**src/rtu_defines.svh**
```systemverilog
`ifndef RTU_DEFINES_SVH
`define RTU_DEFINES_SVH

// ----------------------------------------------------------------
// operation codes
// ----------------------------------------------------------------
`define RTU_OPC_ROT_LEFT_CFLAG_ACC  2'h0
`define RTU_OPC_ROT_RIGHT_MEM       2'h1
`define RTU_OPC_ROT_RIGHT_ACC       2'h2
`define RTU_OPC_ROT_RIGHT_CFLAG_MEM 2'h3

// ----------------------------------------------------------------
// status flag positions
// ----------------------------------------------------------------
`define RTU_FLAG_C  0
`define RTU_FLAG_AC 1
`define RTU_FLAG_Z  2
`define RTU_FLAG_OV 3
`define RTU_FLAG_PD 4
`define RTU_FLAG_TO 5

// ----------------------------------------------------------------
// reset values
// ----------------------------------------------------------------
`define RTU_ACC_RST   8'h00
`define RTU_FLAGS_RST 6'h00
`define RTU_DATA_RST  8'h00

`endif

```
**src/rtu_pkg.sv**
```systemverilog
`include "rtu_defines.svh"

package rtu_pkg;

  typedef enum logic [1:0]
  {
    RTU_OP_ROT_LEFT_CFLAG_ACC  = `RTU_OPC_ROT_LEFT_CFLAG_ACC,
    RTU_OP_ROT_RIGHT_MEM       = `RTU_OPC_ROT_RIGHT_MEM,
    RTU_OP_ROT_RIGHT_ACC       = `RTU_OPC_ROT_RIGHT_ACC,
    RTU_OP_ROT_RIGHT_CFLAG_MEM = `RTU_OPC_ROT_RIGHT_CFLAG_MEM
  } rtu_op_t;

  typedef enum logic [2:0]
  {
    RTU_ST_IDLE = 3'b001,
    RTU_ST_EXEC = 3'b010,
    RTU_ST_RESP = 3'b100
  } rtu_state_t;

  // result goes to accumulator
  function automatic logic rtu_to_acc(input rtu_op_t op);
    rtu_to_acc = (op == RTU_OP_ROT_LEFT_CFLAG_ACC) || (op == RTU_OP_ROT_RIGHT_ACC);
  endfunction

  // op rotates through carry
  function automatic logic rtu_thru_carry(input rtu_op_t op);
    rtu_thru_carry = (op == RTU_OP_ROT_LEFT_CFLAG_ACC) || (op == RTU_OP_ROT_RIGHT_CFLAG_MEM);
  endfunction

endpackage

```
**src/rtu_rot_if.sv**
```systemverilog
`timescale 1ns/1ps
`default_nettype none

interface rtu_rot_if;
  rtu_pkg::rtu_op_t op;
  logic [7:0]       operand;
  logic             cin;
  logic [7:0]       result;
  logic             cout;

  modport calc
  (
    input  op,
    input  operand,
    input  cin,
    output result,
    output cout
  );

  modport user
  (
    output op,
    output operand,
    output cin,
    input  result,
    input  cout
  );
endinterface

`default_nettype wire

```
**src/rtu_rotate_unit.sv**
```systemverilog
// Function
// - left-through-carry-to-acc: acc[7:1] from operand[6:0], acc[0] from old carry.
// - left-through-carry-to-acc: carry takes operand bit 7; only acc and carry change.
// - plain rotate right: bits shift down, bit 0 to bit 7, written back.
// - rotate right to acc: acc[i] from operand[i+1], acc[7] from operand[0].
// - right through carry: bit 7 gets old carry, carry gets original bit 0.
// - right through carry is a 9-bit ring; result written back to memory.
`timescale 1ns/1ps
`default_nettype none

`include "rtu_defines.svh"

module rtu_rotate_unit
(
  input  wire logic       I_REF_CLK,
  input  wire logic       I_RSTN,
  input  wire logic       I_OP_VALID,
  input  wire logic [1:0] I_OP_CODE,
  input  wire logic [7:0] I_OPERAND,
  input  wire logic       I_ACC_WE,
  input  wire logic [7:0] I_ACC_WDATA,
  input  wire logic       I_FLAGS_WE,
  input  wire logic [5:0] I_FLAGS_WDATA,
  output logic            O_READY,
  output logic            O_DONE,
  output logic [7:0]      O_ACC,
  output logic [5:0]      O_FLAGS,
  output logic            O_MEM_WE,
  output logic [7:0]      O_MEM_WDATA
);

  rtu_rot_if rot_bus ();

  rtu_pkg::rtu_state_t state_r;
  rtu_pkg::rtu_state_t state_nxt;
  rtu_pkg::rtu_op_t    op_r;
  rtu_pkg::rtu_op_t    op_nxt;
  logic [7:0]          operand_r;
  logic [7:0]          operand_nxt;
  logic [7:0]          acc_r;
  logic [7:0]          acc_nxt;
  logic [5:0]          flags_r;
  logic [5:0]          flags_nxt;
  logic                ready_r;
  logic                ready_nxt;
  logic                done_r;
  logic                done_nxt;
  logic                mem_we_r;
  logic                mem_we_nxt;
  logic [7:0]          mem_wdata_r;
  logic [7:0]          mem_wdata_nxt;
  logic                exec_now;

  // ----------------------------------------------------------------
  // rotate datapath
  // ----------------------------------------------------------------
  assign rot_bus.op      = op_r;
  assign rot_bus.operand = operand_r;
  assign rot_bus.cin     = flags_r[`RTU_FLAG_C];

  rtu_rotator u_rotator
  (
    .rot (rot_bus)
  );

  // ----------------------------------------------------------------
  // execute cycle strobe
  // ----------------------------------------------------------------
  assign exec_now = (state_r == rtu_pkg::RTU_ST_EXEC);

  // ----------------------------------------------------------------
  // sequencing
  // ----------------------------------------------------------------
  always_comb
  begin
    state_nxt   = state_r;
    op_nxt      = op_r;
    operand_nxt = operand_r;
    case (state_r)
      rtu_pkg::RTU_ST_IDLE:
      begin
        if (I_OP_VALID)
        begin
          op_nxt      = rtu_pkg::rtu_op_t'(I_OP_CODE);
          operand_nxt = I_OPERAND;
          state_nxt   = rtu_pkg::RTU_ST_EXEC;
        end
      end
      rtu_pkg::RTU_ST_EXEC:
      begin
        state_nxt = rtu_pkg::RTU_ST_RESP;
      end
      rtu_pkg::RTU_ST_RESP:
      begin
        state_nxt = rtu_pkg::RTU_ST_IDLE;
      end
      default:
      begin
        state_nxt = rtu_pkg::RTU_ST_IDLE;
      end
    endcase
  end

  always_ff @(posedge I_REF_CLK)
  begin
    if (!I_RSTN)
    begin
      state_r   <= rtu_pkg::RTU_ST_IDLE;
      op_r      <= rtu_pkg::RTU_OP_ROT_LEFT_CFLAG_ACC;
      operand_r <= `RTU_DATA_RST;
    end
    else
    begin
      state_r   <= state_nxt;
      op_r      <= op_nxt;
      operand_r <= operand_nxt;
    end
  end

  // ----------------------------------------------------------------
  // accumulator
  // ----------------------------------------------------------------
  always_comb
  begin
    acc_nxt = acc_r;
    if (I_ACC_WE)
    begin
      acc_nxt = I_ACC_WDATA;
    end
    if (exec_now && rtu_pkg::rtu_to_acc(op_r))
    begin
      acc_nxt = rot_bus.result;
    end
  end

  always_ff @(posedge I_REF_CLK)
  begin
    if (!I_RSTN)
    begin
      acc_r <= `RTU_ACC_RST;
    end
    else
    begin
      acc_r <= acc_nxt;
    end
  end

  // ----------------------------------------------------------------
  // status flags
  // ----------------------------------------------------------------
  always_comb
  begin
    flags_nxt = flags_r;
    if (I_FLAGS_WE)
    begin
      flags_nxt = I_FLAGS_WDATA;
    end
    if (exec_now && rtu_pkg::rtu_thru_carry(op_r))
    begin
      flags_nxt[`RTU_FLAG_C] = rot_bus.cout;
    end
  end

  always_ff @(posedge I_REF_CLK)
  begin
    if (!I_RSTN)
    begin
      flags_r <= `RTU_FLAGS_RST;
    end
    else
    begin
      flags_r <= flags_nxt;
    end
  end

  // ----------------------------------------------------------------
  // write-back and handshake
  // ----------------------------------------------------------------
  always_comb
  begin
    mem_wdata_nxt = mem_wdata_r;
    mem_we_nxt    = 1'b0;
    done_nxt      = exec_now;
    ready_nxt     = (state_nxt == rtu_pkg::RTU_ST_IDLE);
    if (exec_now && !rtu_pkg::rtu_to_acc(op_r))
    begin
      mem_we_nxt    = 1'b1;
      mem_wdata_nxt = rot_bus.result;
    end
  end

  always_ff @(posedge I_REF_CLK)
  begin
    if (!I_RSTN)
    begin
      mem_we_r    <= 1'b0;
      mem_wdata_r <= `RTU_DATA_RST;
      done_r      <= 1'b0;
      ready_r     <= 1'b0;
    end
    else
    begin
      mem_we_r    <= mem_we_nxt;
      mem_wdata_r <= mem_wdata_nxt;
      done_r      <= done_nxt;
      ready_r     <= ready_nxt;
    end
  end

  // ----------------------------------------------------------------
  // outputs
  // ----------------------------------------------------------------
  assign O_READY     = ready_r;
  assign O_DONE      = done_r;
  assign O_ACC       = acc_r;
  assign O_FLAGS     = flags_r;
  assign O_MEM_WE    = mem_we_r;
  assign O_MEM_WDATA = mem_wdata_r;

endmodule

`default_nettype wire

```
**src/rtu_rotator.sv**
```systemverilog
`timescale 1ns/1ps
`default_nettype none

module rtu_rotator
(
  rtu_rot_if.calc rot
);

  logic [7:0] shl;
  logic [7:0] shr;

  // ----------------------------------------------------------------
  // one-place shifts
  // ----------------------------------------------------------------
  genvar i;
  generate
    for (i = 0; i < 7; i++)
    begin : g_shift
      assign shl[i+1] = rot.operand[i];
      assign shr[i]   = rot.operand[i+1];
    end
  endgenerate

  assign shl[0] = rot.cin;
  assign shr[7] = rot.operand[0];

  // ----------------------------------------------------------------
  // result select
  // ----------------------------------------------------------------
  always_comb
  begin
    rot.result = rot.operand;
    rot.cout   = rot.cin;
    case (rot.op)
      rtu_pkg::RTU_OP_ROT_LEFT_CFLAG_ACC:
      begin
        rot.result = shl;
        rot.cout   = rot.operand[7];
      end
      rtu_pkg::RTU_OP_ROT_RIGHT_MEM:
      begin
        rot.result = shr;
      end
      rtu_pkg::RTU_OP_ROT_RIGHT_ACC:
      begin
        rot.result = shr;
      end
      rtu_pkg::RTU_OP_ROT_RIGHT_CFLAG_MEM:
      begin
        rot.result = {rot.cin, shr[6:0]};
        rot.cout   = rot.operand[0];
      end
      default:
      begin
        rot.result = rot.operand;
        rot.cout   = rot.cin;
      end
    endcase
  end

endmodule

`default_nettype wire

```
**config.mk**
```make
export PLATFORM = sky130hd
export DESIGN_NAME = rtu_rotate_unit
export DESIGN_NICKNAME = d
export VERILOG_FILES = /design/src/rtu_pkg.sv /design/src/rtu_rot_if.sv /design/src/rtu_rotate_unit.sv /design/src/rtu_rotator.sv
export VERILOG_INCLUDE_DIRS = /design/src
export SDC_FILE = /design/constraint.sdc
export NUM_CORES = 1
export LEC_CHECK = 0
export BUFFER_PORTS_ARGS = -buffer_cell sky130_fd_sc_hd__buf_2
export CORE_ASPECT_RATIO = 0.8
export CORE_MARGIN = 2
export CORE_UTILIZATION = 49
export CTS_CLUSTER_SIZE = 16
export DETAILED_ROUTE_END_ITERATION = 12
export GPL_TIMING_DRIVEN = 0
export PLACE_DENSITY = 0.84
export SYNTH_ARGS = -nofsm -noshare
export SYNTH_HDL_FRONTEND = slang
export SYNTH_SLANG_ARGS = --single-unit
export TNS_END_PERCENT = 1
```
**constraint.sdc**
```tcl
create_clock -name I_REF_CLK -period 1.9 [get_ports I_REF_CLK]
set_input_delay 0.19 -clock I_REF_CLK [delete_from_list [all_inputs] [get_ports I_REF_CLK]]
set_output_delay 0.19 -clock I_REF_CLK [all_outputs]
set_load 0.005 [all_outputs]
```
== Word-level counts from Yosys, hierarchy flattened ==
Index checks and enable logic that the tools add are counted.

* Bits in registers: 38
* Input bits: 29
* Word-level logic and storage cells: 38

* Eq/ne operators: 7
* Muxes and demuxes: 9
* Reductions and logical operators: 12

{| class="wikitable"
|+ Operators with widths
! kind !! number
|-
| one-hot mux 8 bit (3 select lines) || 1
|-
| two-way mux 8 bit || 2
|-
| equality test 3 x 1 -> 1 bit, second input constant || 2
|-
| one-hot mux 3 bit (2 select lines) || 1
|-
| equality test 2 bit, second input constant || 2
|-
| AND reduction 2 bit || 2
|-
| nonzero test 2 bit || 2
|-
| equality test 3 x 2 -> 1 bit, second input constant || 1
|-
| logical AND 1 bit || 3
|-
| two-way mux 1 bit || 3
|-
| two-way mux 3 bit || 1
|-
| != test 3 bit, second input constant || 1
|-
| equality test 2 x 1 -> 1 bit, second input constant || 1
|-
| logical NOT 2 bit || 1
|-
| logical OR 1 bit || 2
|-
| one-hot mux 1 bit (2 select lines) || 1
|-
| OR reduction 2 bit || 1
|-
| logical NOT 1 bit || 1
|}

== Depth between registers and ports, before layout ==
Gate-level depths: netlist of run 1.

* Word-level depth: 5
* Mapped depth: 7
* Depth with buffers taken out: 5

== By module ==
Synthesis of run 1 repeated with hierarchy kept, for this count alone.

* Cells, all modules: 194
* Area total of the unflattened synthesis: 1689.1 um2

{| class="wikitable"
|+ Modules (own cells, without submodules)
! module !! instances !! cells each !! area each (um2) !! seq. area each (um2)
|-
| rtu_rotate_unit || 1 || 160 || 1495.2 || 760.7
|-
| rtu_rotator || 1 || 34 || 193.9 || 0.0
|}

== Worst setup path before layout of run 1 ==
OpenSTA, ideal clock, no wires.

* Path type: flip-flop to flip-flop
* Start point: register op_r[0]
* End point: register mem_wdata_r[2] (netlist: O_MEM_WDATA[2])
* Library setup time: 116 ps
* Arrival time: 1449 ps
* Data required time: 1784 ps
* Slack: 335 ps
* Stages on the path, launching flop included: 8
* Buffers on the path: 2
* Period minus slack after synthesis: 1565 ps
* Cells stage by stage: dfxtp_1 inv_1 ha_1 buf_2 nor2_2 buf_2 nand2_1 o211a_1

* Word-level cells in the longest chain between the ends: 4
* Elaborated cells between the ends (all ways): 9
* Those cells by class: 3 x eq/ne; 1 x mux; 5 x reduce/logical

{| class="wikitable"
|+ RTL lines
! item !! line !! RTL
|-
| start, declared || rtu_rotate_unit.sv:36 || <nowiki>rtu_pkg::rtu_op_t op_r;</nowiki>
|-
| start signal, assigned || rtu_rotate_unit.sv:109 || <nowiki>op_r <= rtu_pkg::RTU_OP_ROT_LEFT_CFLAG_ACC;</nowiki>
|-
| start signal, assigned || rtu_rotate_unit.sv:115 || <nowiki>op_r <= op_nxt;</nowiki>
|-
| parallel branches: the longest is 4 deep, another holds one-hot mux 8 bit (3 select lines) || n/a ||
|-
| end signal, assigned || rtu_rotate_unit.sv:197 || <nowiki>mem_wdata_r <= `RTU_DATA_RST;</nowiki>
|-
| end signal, assigned || rtu_rotate_unit.sv:204 || <nowiki>mem_wdata_r <= mem_wdata_nxt;</nowiki>
|-
| end, declared || rtu_rotate_unit.sv:50 || <nowiki>logic [7:0] mem_wdata_r;</nowiki>
|}

Parallel ways; which one is timed is not known.
A chain may end at the register's enable or synchronous reset.

== Final worst setup path of run 1 ==
* Start point: register op_r[0]
* End point: register acc_r[0] (netlist: O_ACC[0])

* Word-level cells in the longest chain between the ends: 4
* Elaborated cells between the ends (all ways): 10
* Those cells by class: 3 x eq/ne; 2 x mux; 5 x reduce/logical

{| class="wikitable"
|+ RTL lines
! item !! line !! RTL
|-
| equality test 2 bit, or another cell as far along || rtu_pkg.sv:22, rtu_rotator.sv:34 ||
|-
| OR reduction 2 bit (no source line) or logical OR 1 bit (tied branches) || n/a ||
|-
| one-hot mux 8 bit (3 select lines) or logical AND 1 bit (tied branches) || rtu_rotator.sv:34, rtu_rotate_unit.sv:130 ||
|-
| two-way mux 8 bit or nonzero test 2 bit (tied branches) || n/a ||
|-
| end signal, assigned || rtu_rotate_unit.sv:140 || <nowiki>acc_r <= `RTU_ACC_RST;</nowiki>
|-
| end signal, assigned || rtu_rotate_unit.sv:144 || <nowiki>acc_r <= acc_nxt;</nowiki>
|-
| end, declared || rtu_rotate_unit.sv:40 || <nowiki>logic [7:0] acc_r;</nowiki>
|}

Several ways; a longest one is shown, not always the timed one.

==> qor_table.md, run 1 <==
| Step | Quantity | Value |
|---|---|---|
| status | Run status | completed |
| clock tree | H-tree Lvls | 2 |
| logic synthesis | Top cells by count, synth | sky130_fd_sc_hd__dfxtp_1, sky130_fd_sc_hd__o21ai_0, sky130_fd_sc_hd__mux2i_1 |
| pwr | Power after layout | 1.67 mW |
| logic synthesis | Dominant cell by count in the synthesized netlist | sky130_fd_sc_hd__dfxtp_1 |
| clock tree | Clk Tree Root Cell | sky130_fd_sc_hd__clkbuf_8 |
| timing | Smallest hold slack | 0.110 ns |
| logic synthesis | Top cell type's share of synthesized area | 0.462 |
| timing | Final period util | 0.962 |
| grt | Vias in the first global route | 1234 |
| grt | Largest net degree at the start of global routing | 12 |
| timing | Rel. slew slack | 0.636 |
| critical path | Critical path class | reg2reg |
| floorplan | Number of ports placed on the die boundary | 54 |
| clock tree | Quantity of hold-fixing buffers added after cts | 0 |
| grt | Global routing usage summed across all routing layers | 0.203 |
| timing | Final worst clock skew | 0.00549 ns |
| floorplan | Die W | 68.8 um |
| logic synthesis | Yosys reg bits | 38 |
| logic synthesis | Post-synthesis sequential area ratio | 0.462 |
| timing | Final hold viol count | 0 |
| finish | Combined area of the multi-input logic cells | 774 sq um |
| grt | Total gr overflow | 0 |
| hold path | Type of the worst min-delay path | in2reg |
| logic synthesis | Post-synthesis cell area | 1650 sq um |
| critical path | Endpoint class of the critical path | flop |
| logic synthesis | Top post-synthesis cells by area | sky130_fd_sc_hd__dfxtp_1, sky130_fd_sc_hd__mux2i_1, sky130_fd_sc_hd__o21ai_0 |
| finish | Post-route core utilization | 0.650 |
| critical path | Critical path required time | 2.08 ns |
| critical path | Category of cells accounting for the largest share of critical-path delay | compound AO/OA/AOI/OAI gates |
| finish | Syn-to-layout area delta | 24.4% |
| grt | First-pass GRT wire length | 5.81 mm |
| pwr | Power density of the placed cells | 816 nW/um^2 |
| critical path | Cell-by-cell trace of the critical path | inv_1 -> ha_1 -> clkbuf_1 -> o21ai_0 -> o21ai_0 -> o311a_2 |
| logic synthesis | Async set-reset flop share out of synthesis | 0 |
| critical path | Worst path buffer plus inverter count | 2 |
| timing | Slack of the critical path | 0.0727 ns |
| routing | Post-detailed-route wirelength per cell | 13.8 um |
| timing | Number of pins with negative max-slew slack in the final report | 0 |
| clock tree | TritonCTS sink count | 38 |
| logic synthesis | Largest area contributor in the synthesized netlist | sky130_fd_sc_hd__dfxtp_1 |
| critical path | Delay of the slowest cell on the worst path | 0.39 ns |
| routing | Vias | 1439 |
| routing | Violation count after the first detailed-route iteration | 134 |
| finish | Combined flip-flop and latch cell area | 761 sq um |
| timing | Unrepaired setup endpoints after global routing | yes |
| placed design | Number of I/O port buffers | 51 |
| routing | Drt pass-1 iters | 4 |
| critical path | Crit path arrival time | 2.00 ns |
| routing | Count of antenna-violating nets left after detailed routing | 0 |
| clock tree | Clock input transition at the sequential cells of the worst setup and hold paths | 0.07 ns |
| finish | Number of nets in the layout | 257 |
| pwr | Peak supply drop | 576 uV |
| flow run | Count of maximum capacitance violations | 0 |
| logic synthesis | EDFF count, synth | 0 |
| finish | Finished Layout Cells | 266 |
| routing | Total wire length | 3.67 mm |
| logic synthesis | Post-synthesis cell count | 167 |
| routing | Drc violations | 0 |
| logic synthesis | Yosys cell types | 32 |
| placed design | Placed cell count | 258 |
| clock tree | Number of buffers created by CTS | 5 |
| clock tree | Skew-Pair Late Insertion Delay | 0.29 ns |
| placed design | Final estimated routing congestion in global placement | 0.855 |
| pwr | LEAKAGE | 0.941 nW |
| floorplan | Number of core rows | 18 |
| placed design | Cell Area, Placed | 1950 sq um |
| logic synthesis | Ys Warns | 0 |
| floorplan | Initial Utilization | 0.522 |
| floorplan | Standard cell core area | 3150 sq um |
| critical path | Most Frequent Cell on Critical Path | sky130_fd_sc_hd__o21ai_0 |
| routing | Number of vias per cell after detailed routing | 5.41 |
| grt | Number of antenna violations at the first check in global routing | 0 |
| floorplan | Die area | 3840 sq um |
| finish | Final Instance Area | 2050 sq um |
| logic synthesis | Primary FF master, synth | sky130_fd_sc_hd__dfxtp_1 |
| logic synthesis | Avg Synthesized Cell Area | 9.86 sq um |
| timing | Setup Viol. Count Final | 0 |
| timing | Maximum clock frequency | 547 MHz |
| timing | Minimum period implied by the final worst setup slack | 1.83 ns |
| logic synthesis | Synthesized netlist net count | 199 |
| finish | Fraction of layout instances using a drive strength above 1 | 0.336 |
| timing | Transition time of the tightest slew-check pin | 0.545 ns |
| placed design | DP Worst Slack | 0.0672 ns |
| critical path | Cell type of the slowest stage on the worst timing path | sky130_fd_sc_hd__dfxtp_1 |
| critical path | Crit path max fanout | 10 |
| placed design | DPL Wire Length | 2.80 mm |
| clock tree | Clock tree from TritonCTS | yes |
| clock tree | Buffer levels on the longest clock path | 2 |
| finish | Antenna cells | 0 |
| finish | Fill cell count | 263 |
| critical path | Crit path launch type | flop |
| timing | Aggregate negative setup slack | 0 ns |
| floorplan | Overall die height | 55.9 um |
[layer usage]
layer / wire (um) / GRT usage / vias to the layer above / part of all wire
met5: 0 / 0 / - / 0
met4: 64 / 0.0840 / 0 / 0.017
met3: 233 / 0.0486 / 7 / 0.064
met2: 1580 / 0.275 / 51 / 0.43
met1: 1790 / 0.303 / 647 / 0.49
li1: - / - / 734 / -
[area by class of cell]
class / count / share of cell area
repair buffers: 51 / 0.125
clock inverters: 1 / 0.00244
multi-input cells: 108 / 0.378
inverters: 4 / 0.00733
flip-flops and latches: 38 / 0.371
clock buffers: 7 / 0.0422
plain buffers: 17 / 0.0495
well taps: 40 / 0.0244
[power breakdown]
part	switching, mW	leakage (nW)	total [mW]	internal (mW)
Sequential	0.0283	0.311	0.868	0.840
Clock	0.261	0.0482	0.553	0.292
Combinational	0.136	0.581	0.250	0.114
Total	0.425	0.941	1.67	1.25
[repair_timing]
action | 4_1_cts | 5_1_grt
endpoints found under the hold margin | 0 | 0
resized for setup | 0 | 1
setup buffers | 0 | 0
setup endpoints to repair | 0 | 8
[final timing paths]
kind / from / end / slack (ns) / depth (start not counted)
worst min register to register: O_FLAGS[5]$_SDFFE_PN0P_ / O_FLAGS[5]$_SDFFE_PN0P_ / 0.50 / 2
worst max-delay path: op_r[0]$_SDFFE_PN0P_ / O_ACC[0]$_SDFFE_PN0P_ / 0.07 / 6
worst max register to register: op_r[0]$_SDFFE_PN0P_ / O_ACC[0]$_SDFFE_PN0P_ / 0.07 / 6
worst min-delay path: I_OP_CODE[1] / op_r[1]$_SDFFE_PN0P_ / 0.11 / 2
[flip-flops by register name, summed over array words and instances, names as in the netlist]
signal / cells
operand_r: 8
O_FLAGS: 6
O_MEM_WDATA: 8
O_READY: 1
O_ACC: 8
state_r: 3
O_MEM_WE: 1
O_DONE: 1
op_r: 2
[kinds of logic after synthesis]
group / synth area share
mux: 0.0980
fa+ha+maj: 0.0228
buf+inv: 0.0707
simple gates: 0.122
compound gates: 0.224
flops: 0.462
[placed cells by master (no fill, tap or decap), types with 2 or more instances in the layout]
cell type	netlist	layout
sky130_fd_sc_hd__a21oi_1	7	7
sky130_fd_sc_hd__nand2_1	8	8
sky130_fd_sc_hd__o311a_2	6	6
sky130_fd_sc_hd__ha_1	3	3
sky130_fd_sc_hd__o21ai_0	21	21
sky130_fd_sc_hd__nor4b_1	6	6
sky130_fd_sc_hd__mux2i_1	15	15
sky130_fd_sc_hd__nor2_1	8	8
sky130_fd_sc_hd__a22o_1	10	10
sky130_fd_sc_hd__o311a_1	3	3
sky130_fd_sc_hd__o21ai_1	2	2
sky130_fd_sc_hd__dfxtp_1	38	38
sky130_fd_sc_hd__clkbuf_1	6	7
sky130_fd_sc_hd__nor3_1	7	7
sky130_fd_sc_hd__clkbuf_8	0	6
sky130_fd_sc_hd__buf_2	3	54
sky130_fd_sc_hd__buf_6	2	2
sky130_fd_sc_hd__buf_1	3	3
sky130_fd_sc_hd__inv_1	3	3
sky130_fd_sc_hd__buf_4	2	2
No activity file was read; power rests on OpenSTA's default activity.
==> run 2, diff against run 1 <==
PLACE_DENSITY = default   (was 0.84)
PLACE_DENSITY_LB_ADDON = 0.15   (was default)
clock period = 1.98 ns   (was 1.9 ns; I/O delays follow)
==> qor_table.md, run 2 (synthesis gave the netlist of run 1 again) <==
| Step | Quantity | Value | vs previous |
|---|---|---|---|
| critical path | Crit path launch type | flop | unchanged |
| floorplan | Die W | 68.8 um | unchanged |
| clock tree | Number of resized instances in the post-cts repair step | 0 | unchanged |
| routing | Violation count after the first detailed-route iteration | 69 | was 134 |
| finish | Antenna cells | 0 | unchanged |
| placed design | DPL Wire Length | 2.88 mm | was 2.80 mm |
| clock tree | H-tree Lvls | 2 | unchanged |
| hold path | Type of the worst min-delay path | in2reg | unchanged |
| grt | Global routing usage summed across all routing layers | 0.206 | was 0.203 |
| critical path | Crit path arrival time | 1.97 ns | was 2.00 ns |
| timing | Smallest hold slack | 0.116 ns | was 0.110 ns |
| routing | Total wire length | 3.71 mm | was 3.67 mm |
| routing | Number of vias per cell after detailed routing | 5.29 | was 5.41 |
| floorplan | Standard cell core area | 3150 sq um | unchanged |
| grt | Number of antenna violations at the first check in global routing | 0 | unchanged |
| critical path | Endpoint class of the critical path | flop | unchanged |
| status | Run status | completed | unchanged |
| pwr | LEAKAGE | 0.963 nW | was 0.941 nW |
| timing | Number of pins with negative max-slew slack in the final report | 0 | unchanged |
| timing | Setup Viol. Count Final | 0 | unchanged |
| timing | Final hold viol count | 0 | unchanged |
| floorplan | Overall die height | 55.9 um | unchanged |
| clock tree | Buffer levels on the longest clock path | 2 | unchanged |
| floorplan | Die area | 3840 sq um | unchanged |
| pwr | Peak supply drop | 677 uV | was 576 uV |
| grt | First-pass GRT wire length | 5.89 mm | was 5.81 mm |
| pwr | Power density of the placed cells | 891 nW/um^2 | was 816 nW/um^2 |
| finish | Most common library cell in the layout ignoring fill and taps | sky130_fd_sc_hd__buf_2 | unchanged |
| finish | Syn-to-layout area delta | 27.2% | was 24.4% |
| finish | Number of nets in the layout | 257 | unchanged |
| grt | Vias in the first global route | 1253 | was 1234 |
| clock tree | Clk Tree Root Cell | sky130_fd_sc_hd__clkbuf_8 | unchanged |
| routing | Drc violations | 0 | unchanged |
| grt | Total gr overflow | 0 | unchanged |
| critical path | Crit path max fanout | 10 | unchanged |
| timing | Maximum clock frequency | 557 MHz | was 547 MHz |
| timing | Final worst clock skew | 0.00845 ns | was 0.00549 ns |
| clock tree | Post-CTS Setup Bufs | 0 | unchanged |
| flow run | Count of maximum capacitance violations | 0 | unchanged |
| placed design | Number of I/O port buffers | 51 | unchanged |
| routing | Drt pass-1 iters | 4 | unchanged |
| floorplan | Number of ports placed on the die boundary | 54 | unchanged |
| clock tree | TritonCTS sink count | 38 | unchanged |
| critical path | Critical path required time | 2.15 ns | was 2.08 ns |
| timing | Final period util | 0.907 | was 0.962 |
| routing | Post-detailed-route wirelength per cell | 14.0 um | was 13.8 um |
| clock tree | Clock tree from TritonCTS | yes | unchanged |
| timing | Rel. slew slack | 0.640 | was 0.636 |
| finish | Fraction of layout instances using a drive strength above 1 | 0.341 | was 0.336 |
| timing | Unrepaired setup endpoints after global routing | no | was yes |
| finish | Most used cells in the layout excluding fill and tap cells | sky130_fd_sc_hd__buf_2, sky130_fd_sc_hd__dfxtp_1, sky130_fd_sc_hd__o21ai_0 | unchanged |
| grt | Largest net degree at the start of global routing | 13 | was 12 |
| timing | Minimum period implied by the final worst setup slack | 1.80 ns | was 1.83 ns |
| critical path | Critical path class | reg2reg | unchanged |
| floorplan | Number of core rows | 18 | unchanged |
| clock tree | Number of buffers created by CTS | 5 | unchanged |
| routing | Vias | 1407 | was 1439 |
| clock tree | Quantity of hold-fixing buffers added after cts | 0 | unchanged |
| timing | Transition time of the tightest slew-check pin | 0.540 ns | was 0.545 ns |
| floorplan | Initial Utilization | 0.522 | unchanged |
| timing | Aggregate negative setup slack | 0 ns | unchanged |
| clock tree | Clock input transition at the sequential cells of the worst setup and hold paths | 0.07 ns | about the same |
| clock tree | Skew-Pair Late Insertion Delay | 0.29 ns | about the same |
| placed design | Final estimated routing congestion in global placement | 0.813 | was 0.855 |
| routing | Count of antenna-violating nets left after detailed routing | 0 | unchanged |
-- run 2: cell types whose count changed in the layout (fill, tap and decap cells not counted), sizes merged --
cell and delta:
bufinv +2, clkbuf -1, clkinv -1
-- run 2: area by class of cell --
type / instances / area, sq um
multi-input combinational: 108 / 769
buffer: 17 / 101
clock inverter: 2 / 60.1
sequential: 38 / 761
tap: 40 / 50.0
fill: 274 / 1060
timing repair buffer: 51 / 255
inverter: 4 / 15.0
clock buffer: 6 / 82.6
-- run 2: critical path, stage by stage (launching register included) --
cell,delay [ns]
sky130_fd_sc_hd__dfxtp_1,0.38
sky130_fd_sc_hd__inv_1,0.06
sky130_fd_sc_hd__ha_1,0.26
sky130_fd_sc_hd__clkbuf_1,0.20
sky130_fd_sc_hd__o21ai_0,0.27
sky130_fd_sc_hd__o21ai_0,0.16
sky130_fd_sc_hd__o311a_2,0.35
-- run 2: power breakdown --
group / leakage, nW / total (mW) / internal, mW / switching, mW
combinational: 0.580 / 0.237 / 0.109 / 0.129
clock: 0.0714 / 0.799 / 0.537 / 0.261
sequential: 0.311 / 0.831 / 0.805 / 0.0251
total: 0.963 / 1.87 / 1.45 / 0.415
-- run 2: final timing paths --
path | from | end | slack, ns | cells after the start
min | I_OPERAND[5] | operand_r[5]$_SDFFE_PN0P_ | 0.12 | 2
min reg2reg | O_FLAGS[3]$_SDFFE_PN0P_ | O_FLAGS[3]$_SDFFE_PN0P_ | 0.50 | 2
max reg2reg | op_r[1]$_SDFFE_PN0P_ | O_ACC[1]$_SDFFE_PN0P_ | 0.18 | 6
max | op_r[1]$_SDFFE_PN0P_ | O_ACC[1]$_SDFFE_PN0P_ | 0.18 | 6
-- run 2: through the flow --
step	setup WS (ns)	instance area [sq um]	util	power (mW)	instances
after floorplan	0.415	1650	-	0.997	167
after global placement	0.176	1950	0.619	1.08	258
after detailed placement	0.185	1950	0.619	1.09	258
after CTS	0.171	2090	0.664	1.88	266
after global routing	0.0271	2090	0.664	1.95	266
final	0.184	2090	0.664	1.87	266
-- run 2: layer usage --
| metal | vias to the layer above | wire, um | global-route usage |
|---|---|---|---|
| met5 | - | 0 | 0 |
| met4 | 0 | 53 | 0.0756 |
| met3 | 7 | 230 | 0.0486 |
| met2 | 40 | 1620 | 0.315 |
| met1 | 631 | 1810 | 0.281 |
| li1 | 729 | - | - |
